==> src/rtl/rspc_pkg.sv <==
// Package of constants and carrier types for the reset strap loader
// Summary of operation
// - Four flags configurable, inputs after reset
// - Request pins interrupt, edge or level each
// - Request pins disabled after reset unless strapped
// - Timer expiry gives four-cycle output pulse
// - Direction output 0 receive, 1 transmit
// - Impedance code decodes to two control flags
// - Flag 0 maximum strength, 1 uses select
// - Select value n gives strength n
// - Priority and emulation outputs always strength 7
// - Strap pins sampled while reset active
// - Undriven strap reads default zero
// - Boot strap 0 boots EPROM, 1 idles
// - Enable strap 1 edge enabled, 0 disabled level
package rspc_pkg;
    localparam int NUM_FLAGS = 4;
    localparam int NUM_IRQS = 4;
    localparam int NUM_LINKS = 4;
    localparam int STRENGTH_W = 3;
    localparam int PULSE_CYCLES = 4;
    localparam logic [2:0] PULSE_LAST = 3'h3;
    localparam logic [2:0] STRENGTH_MAX = 3'h7;
    localparam logic [2:0] STRENGTH_DEFAULT = 3'h7;
    localparam logic [2:0] IMP_OFF_A = 3'h0;
    localparam logic [2:0] IMP_OFF_B = 3'h1;
    localparam logic [2:0] IMP_LINK_ONLY = 3'h2;
    localparam logic [2:0] IMP_ADC_ONLY = 3'h4;
    localparam logic [2:0] IMP_BOTH = 3'h6;
    localparam logic STRAP_DEFAULT = 1'b0;

    typedef struct packed {
        logic bootExternal;
        logic irqEnable;
        logic testOne;
        logic testTwo;
    } rspc_straps_t;

    typedef struct packed {
        logic [2:0] adcStrength;
        logic [2:0] linkStrength;
        logic [2:0] fixedStrength;
        logic adcDigCtrl;
        logic linkDigCtrl;
        logic impReserved;
    } rspc_drive_t;
endpackage

==> src/rtl/rspc_pulse_gen.sv <==
// Fixed-length pulse generator for the timer-expired output
`timescale 1ns/1ps
module rspc_pulse_gen
(
    // Clock and reset
    input wire logic core_clk,
    input wire logic rst_n,
    // Trigger and pulse
    input wire logic trigger,
    output logic pulse
);
    logic [2:0] count;
    logic [2:0] next_count;
    logic next_pulse;

    // A trigger during a pulse restarts it, so it never gets cut short
    always_comb
    begin
        next_count = count;
        next_pulse = pulse;
        if (trigger)
        begin
            next_count = 3'h0;
            next_pulse = 1'b1;
        end
        else if (pulse)
        begin
            if (count == rspc_pkg::PULSE_LAST)
                next_pulse = 1'b0;
            else
                next_count = count + 3'h1;
        end
    end

    always_ff @(posedge core_clk)
    begin
        if (!rst_n)
        begin
            count <= 3'h0;
            pulse <= 1'b0;
        end
        else
        begin
            count <= next_count;
            pulse <= next_pulse;
        end
    end
endmodule

==> src/rtl/rspc_strap_config.sv <==
// Top of the reset strap loader: straps, drive decode, pins, interrupts
`timescale 1ns/1ps
module rspc_strap_config
(
    // Clock and reset
    input wire logic core_clk,
    input wire logic rst_n,
    // Strap carrier pins, read while reset is low
    input wire logic boot_memory_select_pin,
    input wire logic interrupt_strap_carrier_pin,
    input wire logic port_two_direction_in,
    input wire logic timer_zero_expired_in,
    // Static selection pins
    input wire logic [2:0] impedance_select_pins,
    input wire logic [2:0] drive_strength_select,
    // Program condition pins
    input wire logic [3:0] program_condition_in,
    input wire logic [3:0] flagDirection,
    input wire logic [3:0] flagWriteValue,
    output logic [3:0] program_condition_out,
    output logic [3:0] program_condition_oe,
    output logic [3:0] flagReadValue,
    // Interrupt requests, active low pins
    input wire logic [3:0] interrupt_request_pins_n,
    input wire logic irqConfigWrite,
    input wire logic [3:0] irqEnableSet,
    input wire logic [3:0] irqEdgeSet,
    input wire logic [3:0] irqAck,
    output logic [3:0] irqPending,
    output logic [3:0] irqEnabled,
    output logic [3:0] irqEdgeMode,
    // Timer and link direction
    input wire logic timerZeroExpire,
    input wire logic [3:0] linkTransmit,
    output logic timer_zero_expired_out,
    output logic port_zero_direction_out,
    output logic [2:0] portUpperDirection,
    // Strap results and drive settings
    output rspc_pkg::rspc_straps_t straps,
    output logic bootFromEprom,
    output logic bootWaitExternal,
    output rspc_pkg::rspc_drive_t drive
);
    // ****************************************************************
    // Strap capture
    // ****************************************************************
    rspc_pkg::rspc_straps_t sampled;
    rspc_pkg::rspc_straps_t next_sampled;
    rspc_pkg::rspc_straps_t next_straps;
    logic inReset;

    // Pins are tracked all through reset; the last value is kept
    always_comb
    begin
        next_sampled = sampled;
        next_straps = straps;
        if (!rst_n)
        begin
            next_sampled.bootExternal = boot_memory_select_pin;
            next_sampled.irqEnable = interrupt_strap_carrier_pin;
            next_sampled.testOne = port_two_direction_in;
            next_sampled.testTwo = timer_zero_expired_in;
        end
        else if (inReset)
            next_straps = sampled;
    end

    always_ff @(posedge core_clk)
    begin
        sampled <= next_sampled;
        inReset <= !rst_n;
        straps <= next_straps;
    end

    // ****************************************************************
    // Boot mode
    // ****************************************************************
    always_ff @(posedge core_clk)
    begin
        if (!rst_n || inReset)
        begin
            bootFromEprom <= 1'b0;
            bootWaitExternal <= 1'b0;
        end
        else
        begin
            // Default zero on an open pin selects EPROM boot
            bootFromEprom <= !straps.bootExternal;
            bootWaitExternal <= straps.bootExternal;
        end
    end

    // ****************************************************************
    // Drive strength decode
    // ****************************************************************
    rspc_pkg::rspc_drive_t next_drive;

    always_comb
    begin
        next_drive = '0;
        unique case (impedance_select_pins)
            rspc_pkg::IMP_OFF_A, rspc_pkg::IMP_OFF_B:
            begin
                next_drive.adcDigCtrl = 1'b0;
                next_drive.linkDigCtrl = 1'b0;
            end
            rspc_pkg::IMP_LINK_ONLY: next_drive.linkDigCtrl = 1'b1;
            rspc_pkg::IMP_ADC_ONLY: next_drive.adcDigCtrl = 1'b1;
            rspc_pkg::IMP_BOTH:
            begin
                next_drive.adcDigCtrl = 1'b1;
                next_drive.linkDigCtrl = 1'b1;
            end
            // Reserved codes fall back to maximum drive, flagged
            default: next_drive.impReserved = 1'b1;
        endcase
        next_drive.adcStrength = rspc_pkg::STRENGTH_MAX;
        next_drive.linkStrength = rspc_pkg::STRENGTH_MAX;
        if (next_drive.adcDigCtrl)
            next_drive.adcStrength = drive_strength_select;
        if (next_drive.linkDigCtrl)
            next_drive.linkStrength = drive_strength_select;
        next_drive.fixedStrength = rspc_pkg::STRENGTH_MAX;
    end

    always_ff @(posedge core_clk)
    begin
        if (!rst_n)
        begin
            drive <= '0;
            drive.adcStrength <= rspc_pkg::STRENGTH_MAX;
            drive.linkStrength <= rspc_pkg::STRENGTH_MAX;
            drive.fixedStrength <= rspc_pkg::STRENGTH_MAX;
        end
        else
            drive <= next_drive;
    end

    // ****************************************************************
    // Program condition pins
    // ****************************************************************
    logic [3:0] next_flagOe;

    always_comb
    begin
        next_flagOe = flagDirection;
    end

    always_ff @(posedge core_clk)
    begin
        if (!rst_n)
        begin
            program_condition_oe <= 4'h0;
            program_condition_out <= 4'h0;
            flagReadValue <= 4'h0;
        end
        else
        begin
            program_condition_oe <= next_flagOe;
            program_condition_out <= flagWriteValue;
            flagReadValue <= program_condition_in;
        end
    end

    // ****************************************************************
    // Interrupt requests
    // ****************************************************************
    logic [3:0] reqLevel;
    logic [3:0] reqPrev;
    logic [3:0] next_pending;
    logic [3:0] next_enabled;
    logic [3:0] next_edge;

    always_comb
    begin
        reqLevel = ~interrupt_request_pins_n;
        next_enabled = irqEnabled;
        next_edge = irqEdgeMode;
        if (inReset)
        begin
            // Straps load on this same edge, so read the captured copy
            next_enabled = {4{sampled.irqEnable}};
            next_edge = {4{sampled.irqEnable}};
        end
        else if (irqConfigWrite)
        begin
            next_enabled = irqEnableSet;
            next_edge = irqEdgeSet;
        end
        next_pending = irqPending;
        for (int i = 0; i < rspc_pkg::NUM_IRQS; i++)
        begin
            if (!irqEdgeMode[i])
                next_pending[i] = reqLevel[i] & irqEnabled[i];
            else
            begin
                if (irqAck[i])
                    next_pending[i] = 1'b0;
                // Set wins over a same-cycle acknowledge
                if (reqLevel[i] & ~reqPrev[i] & irqEnabled[i])
                    next_pending[i] = 1'b1;
            end
        end
    end

    always_ff @(posedge core_clk)
    begin
        if (!rst_n)
        begin
            irqEnabled <= 4'h0;
            irqEdgeMode <= 4'h0;
            irqPending <= 4'h0;
            reqPrev <= 4'h0;
        end
        else
        begin
            irqEnabled <= next_enabled;
            irqEdgeMode <= next_edge;
            irqPending <= next_pending;
            reqPrev <= reqLevel;
        end
    end

    // ****************************************************************
    // Timer pulse and link directions
    // ****************************************************************
    rspc_pulse_gen u_pulse
    (
        .core_clk(core_clk),
        .rst_n(rst_n),
        .trigger(timerZeroExpire),
        .pulse(timer_zero_expired_out)
    );

    always_ff @(posedge core_clk)
    begin
        if (!rst_n)
        begin
            port_zero_direction_out <= 1'b0;
            portUpperDirection <= 3'h0;
        end
        else
        begin
            port_zero_direction_out <= linkTransmit[0];
            portUpperDirection <= linkTransmit[3:1];
        end
    end
endmodule

==> config.mk <==
export PLATFORM = sky130hd
export DESIGN_NAME = rspc_strap_config
export DESIGN_NICKNAME = d
export VERILOG_FILES = /design/src/rtl/rspc_pkg.sv /design/src/rtl/rspc_pulse_gen.sv /design/src/rtl/rspc_strap_config.sv
export SDC_FILE = /design/constraint.sdc
export NUM_CORES = 1
export LEC_CHECK = 0
export ABC_AREA = 1
export BUFFER_PORTS_ARGS = -buffer_cell sky130_fd_sc_hd__buf_2
export CAP_MARGIN = 20
export CORE_ASPECT_RATIO = 1.5
export CORE_UTILIZATION = 30
export DETAILED_ROUTE_END_ITERATION = 16
export GPL_ROUTABILITY_DRIVEN = 0
export PLACE_DENSITY = 0.53
export RECOVER_POWER = 100
export REMOVE_ABC_BUFFERS = 1
export SLEW_MARGIN = 0
export SYNTH_ARGS = -nofsm -noshare
export SYNTH_HDL_FRONTEND = slang
export SYNTH_SLANG_ARGS = --single-unit
==> constraint.sdc <==
create_clock -name core_clk -period 2 [get_ports core_clk]
set_clock_uncertainty 0.15 [all_clocks]
set_input_delay 0.3 -clock core_clk [delete_from_list [all_inputs] [get_ports core_clk]]
set_output_delay 0.3 -clock core_clk [all_outputs]
set_load 0.005 [all_outputs]
### Word level (Yosys, flattened, before mapping)

Cells that the tools add are included.

| word-level totals | value |
|---|---|
| bits of input ports | 46 |
| bits in registers | 59 |
| logic and storage cells | 95 |
| output and inout bits | 47 |

| cells by class | value |
|---|---|
| $add $sub $neg | 1 |
| equality and inequality tests | 9 |
| multiplexer cells | 22 |
| reductions and logical operators | 13 |
| bitwise logic cells | 19 |

Operators by type and width:

| cell | count |
|---|---|
| $mux W1 | 18 |
| $mux W4 | 4 |
| $and A1 B1 Y1 | 12 |
| $ne A3 B2 Y1 const B | 4 |
| $reduce_and A2 Y1 | 4 |
| $eq A3 B2 Y1 const B | 2 |
| $eq A3 B3 Y1 const B | 2 |
| $not A1 Y1 | 6 |
| $reduce_or A2 Y1 | 3 |
| $reduce_or A5 Y1 | 1 |
| $not A4 Y4 | 1 |
| $add A3 B1 Y3 const B | 1 |
| $eq A3 B1 Y1 const B | 1 |
| $logic_not A3 Y1 | 1 |
| $logic_not A1 Y1 | 2 |
| $reduce_bool A2 Y1 | 1 |
| $logic_or A1 B1 Y1 | 1 |

### Depth between registers and ports, before layout

| depth | value |
|---|---|
| depth after elaboration | 5 |
| depth in mapped cells | 8 |

### By module

A second synthesis with hierarchy kept.

| unflattened totals | value |
|---|---|
| cell total of the unflattened synthesis | 207 |
| area, all modules | 1878.1 µm² |

By module, submodules not included:

| module | cells an instance | seq. area each (µm²) | area an instance (µm²) | times used |
|---|---|---|---|---|
| rspc_strap_config | 180 | 1121.1 | 1687.9 | 1 |
| rspc_pulse_gen | 27 | 80.1 | 190.2 | 1 |

### Least setup slack after synthesis

No wires, ideal clock.

| timing | value |
|---|---|
| path type | flip-flop to flip-flop |
| start | register u_pulse.count[0] |
| end | register u_pulse.count[0] |
| period minus slack after synthesis | 1259 ps |
| arrival time | 996 ps |
| cell stages (with the launch flop) | 9 |
| slack | 741 ps |
| required time | 1737 ps |
| setup time | 113 ps |
| path through | dfxtp_1 ha_1 ha_1 inv_1 nand2_1 inv_1 nand2_1 nand2_1 nor2_1 |

| on the way | value |
|---|---|
| cells in the longest elaborated chain, start to end | 3 |

RTL lines:

| item | RTL line | source |
|---|---|---|
| start: declaration | rspc_pulse_gen.sv:12 | `logic [2:0] count;` |
| start signal: assignment | rspc_pulse_gen.sv:44 | `count <= next_count;` |
| parallel branches: the longest is 3 deep, another holds $add A3 B1 Y3 | - |  |

Several ways; the timed one is not identified.
A chain may end at the register's enable or synchronous reset.

### Final worst setup path

| timing | value |
|---|---|
| start | input port rst_n |
| end | register portUpperDirection[1] |

RTL lines:

| item | RTL line | source |
|---|---|---|
| start: declaration | rspc_strap_config.sv:7 | `input wire logic rst_n,` |
| end signal: assignment | rspc_strap_config.sv:245 | `portUpperDirection <= linkTransmit[3:1];` |
| end: declaration | rspc_strap_config.sv:37 | `output logic [2:0] portUpperDirection,` |

No word-level cell between the ends.

==> results.py <==
metrics = {
    "outcome": {
        "outcome": "finished, final reports clean",
    },
    "finish": {
        "antenna_cells": 0,
        "design.final.nets": 350,
        "largest_register": "drive",
        "layout-area-overhead-vs-synth_pct": 32.82,
        "drive_gt1_share_pct": 24.42,
        "finish.utilization_pct": 41.17,
        "largest_reg_flops": 9,
        "nFillCells": 653,
    },
    "floorplan": {
        "die_h_um": 99.13,
        "area_inside_the_core_boundary_um2": 6087,
        "dieWidth_um": 66.75,
        "die_area_um2": 6617,
        "fp-row-count": 35,
        "boundaryPins": 93,
        "floorplan.initialDensity_pct": 31.00,
    },
    "cts": {
        "cts_htree_levels": 2,
        "worst_setup_hold_path_clk_slew_ns": 0.10,
        "numClockSinks": 56,
        "clock_tree.buffer_depth": 2,
        "setup_fix_bufs_post_cts": 0,
        "cts_hold_bufs": 4,
        "cts-root-buf": "sky130_fd_sc_hd__clkbuf_8",
        "tritoncts": "done",
        "insertion_delay_to_the_later_sink_of_the_worst_skew_pair_ns": 0.30,
        "tritoncts.num_buffers": 5,
        "post_cts_resize_count": 0,
    },
    "route": {
        "drt_antenna_net_count": 0,
        "remaining_drc_errors": 0,
        "first_pass_iters": 4,
        "detail_route.wirelength_mm": 3.838,
        "detail_route.vias_per_cell": 4.050,
        "drt_iter0_markers": 27,
        "vias": 1527,
        "drt-wirelength-per-cell_um": 10.18,
    },
    "logic_synthesis": {
        "dominantRegCellSynth": "sky130_fd_sc_hd__dfxtp_1",
        "yosys.area.top_type": "sky130_fd_sc_hd__dfxtp_1",
        "ys_seq_area_share_pct": 63.66,
        "post-synth-top-count-cell": "sky130_fd_sc_hd__nand2_1",
        "synth-seq-cells": 56,
        "yosysWarnings": 0,
        "synth.avg_cell_area_um2": 9.249,
        "synth-edff-count": 8,
        "yosysTopAreaCellShare_pct": 50.93,
        "post_synth_most_frequent_cells": "sky130_fd_sc_hd__nand2_1 (58), sky130_fd_sc_hd__dfxtp_1 (48), sky130_fd_sc_hd__inv_1 (29), sky130_fd_sc_hd__nor2_1 (15), sky130_fd_sc_hd__nand3_1 (12)",
        "yosys-top-cells-area": "sky130_fd_sc_hd__dfxtp_1 (51%), sky130_fd_sc_hd__edfxtp_1 (13%), sky130_fd_sc_hd__nand2_1 (12%)",
        "async_reset_ff_share_pct": 0,
        "post_syn_instances": 204,
        "ys_types": 20,
        "syn_std_cell_area_um2": 1887,
    },
    "power_and_ir_drop": {
        "internal-power_mw": 1.660,
        "max-vdd-ir-drop_mv": 0.5056,
        "clkPwrFrac_pct": 33.9,
        "static-leakage-power_nw": 1.287,
        "netSwitchingFraction_pct": 22.34,
        "combinationalPowerShare_pct": 8.8,
        "seq_power_share_pct": 57.3,
        "power-per-cell-area_nw_per_um2": 852.9,
        "switchingPower_uw": 477.5,
    },
    "sta": {
        "count_of_endpoints_failing_setup_in_the_final_report": 0,
        "min_period_ns": 1.456,
        "min_period_over_period_pct": 72.80,
        "timing.fmax_mhz": 686.8,
        "finalSetupTns_ns": 0,
        "worst_slew_margin_rel_pct": 40.21,
        "hold_violations": 0,
        "grt_setup_unrepaired": "no",
        "finalMaxSlewViolations": 0,
        "worst_pin_slew_ns": 0.8969,
    },
    "worst_hold_path": {
        "worstHoldPathType": "input pin to flop",
        "min_path_cells": 3,
        "min-delay-start": "flagWriteValue[3]",
        "hold_path_end": "program_condition_out[3]",
    },
    "grt": {
        "grt_pass1_vias": 1453,
        "initial_antenna_violation_count": 0,
        "grt_pass1_wl_mm": 6.182,
        "groute.usage.overall_pct": 12.33,
        "grt_remaining_overflow": 0,
        "grt_max_degree": 21,
    },
    "setup_path": {
        "cp_max_fo": 20,
        "worst_ep_required_time_ns": 2.10,
        "critical_path.reg2reg.startpoint": "inReset",
        "timing.reg2reg.setup_slack_ns": 0.65,
        "worst_endpoint_data_arrival_time_ns": 1.56,
        "timing.setup.critical_path_class": "input pin to flop",
        "crit_path_start_kind": "input pin",
        "depth_of_the_most_critical_reg_to_reg_path": 5,
        "worst_r2r_endpoint": "irqEdgeMode[0]",
        "critical_path.endpoint_type": "flop",
    },
    "flow_run": {
        "max_cap_violations": 0,
    },
    "placed_design": {
        "hpwl_mm": 2.867,
        "numPortBuffers": 89,
    },
}
==> how the worst max path moves through the flow <==
stage | from | to | slack, ns | cells past startpoint
2_1_floorplan | u_pulse.count[0] | u_pulse.count[0] | 0.74 | 8
3_3_place_gp | u_pulse.count[0] | u_pulse.count[0] | 0.70 | 8
3_5_place_dp | u_pulse.count[0] | u_pulse.count[2] | 0.68 | 8
4_1_cts | u_pulse.count[0] | u_pulse.count[0] | 0.67 | 8
5_1_grt | rst_n | program_condition_oe[1] | 0.44 | 4
6_report | rst_n | portUpperDirection[1] | 0.54 | 4
==> layer usage <==
layer  wire, um  GRT usage [%]  up-vias
li1           -              -      805
met1       1518          13.36      670
met2       2020          21.60       46
met3        227          3.899        6
met4         71          4.910        0
met5          0              0        -
==> critical path: stages <==
cell                       delay (ns)
sky130_fd_sc_hd__clkbuf_1        0.31
sky130_fd_sc_hd__clkbuf_1        0.72
sky130_fd_sc_hd__nand2_1         0.13
sky130_fd_sc_hd__inv_1           0.08
==> metrics by stage <==
step                      setup WS (ns)  power [mW]  std cells  cell area (um2)  hold slack, ns
after CTS                        0.6656       2.184        374             2529        0.004964
after floorplan                  0.7407       1.327        198             1832          0.2224
after global placement           0.6997       1.438        362             2377          0.2536
after detailed placement         0.6777       1.441        362             2377          0.2618
after global routing             0.4445       2.254        377             2506       0.0005638
final                            0.5441       2.137        377             2506         0.02246
==> cells in the final DEF, fill, tap and decap left out, drive strengths merged <==
| cell type | n |
|---|---|
| a21oi | 4 |
| buf | 62 |
| bufinv | 1 |
| clkbuf | 33 |
| clkinv | 2 |
| clkinvlp | 1 |
| conb | 3 |
| dfxtp | 48 |
| dlygate4sd3 | 7 |
| edfxtp | 8 |
| ha | 2 |
| inv | 31 |
| nand2 | 59 |
| nand3 | 12 |
| nand3b | 8 |
| nor2 | 20 |
| nor3 | 1 |
| o21ai | 1 |
==> cells by family (layout without fill, tap and decap cells) <==
family / count (synthesis) / count (layout) / share of synthesized area, %
compound gates: 5 / 5 / 1.326
fa+ha+maj: 2 / 2 / 1.326
buf+inv: 40 / 137 / 9.814
flops: 56 / 56 / 63.66
other cells: 1 / 3 / 0.1987
simple gates: 100 / 100 / 23.67
==> power groups by stage <==
stage	Combinational (mW)	Sequential (mW)	Clock (mW)
6_report	0.188	1.22	0.725
5_1_grt	0.215	1.23	0.806
4_1_cts	0.197	1.23	0.761
3_5_place_dp	0.190	1.25	0
3_3_place_gp	0.188	1.25	0
2_1_floorplan	0.0728	1.25	0
==> area by class of cell <==
cell class                 instances  area [um2]  share of cell area, %
clock buffer                       5       68.82                  2.746
clock inverter                     3       42.54                  1.697
inverter                          32       122.6                  4.893
multi-input combinational        110       493.0                  19.67
sequential                        56        1201                  47.93
tap                               74       92.59                  3.694
timing repair buffer              97       485.5                  19.37
(Power assumes the default switching activity.)
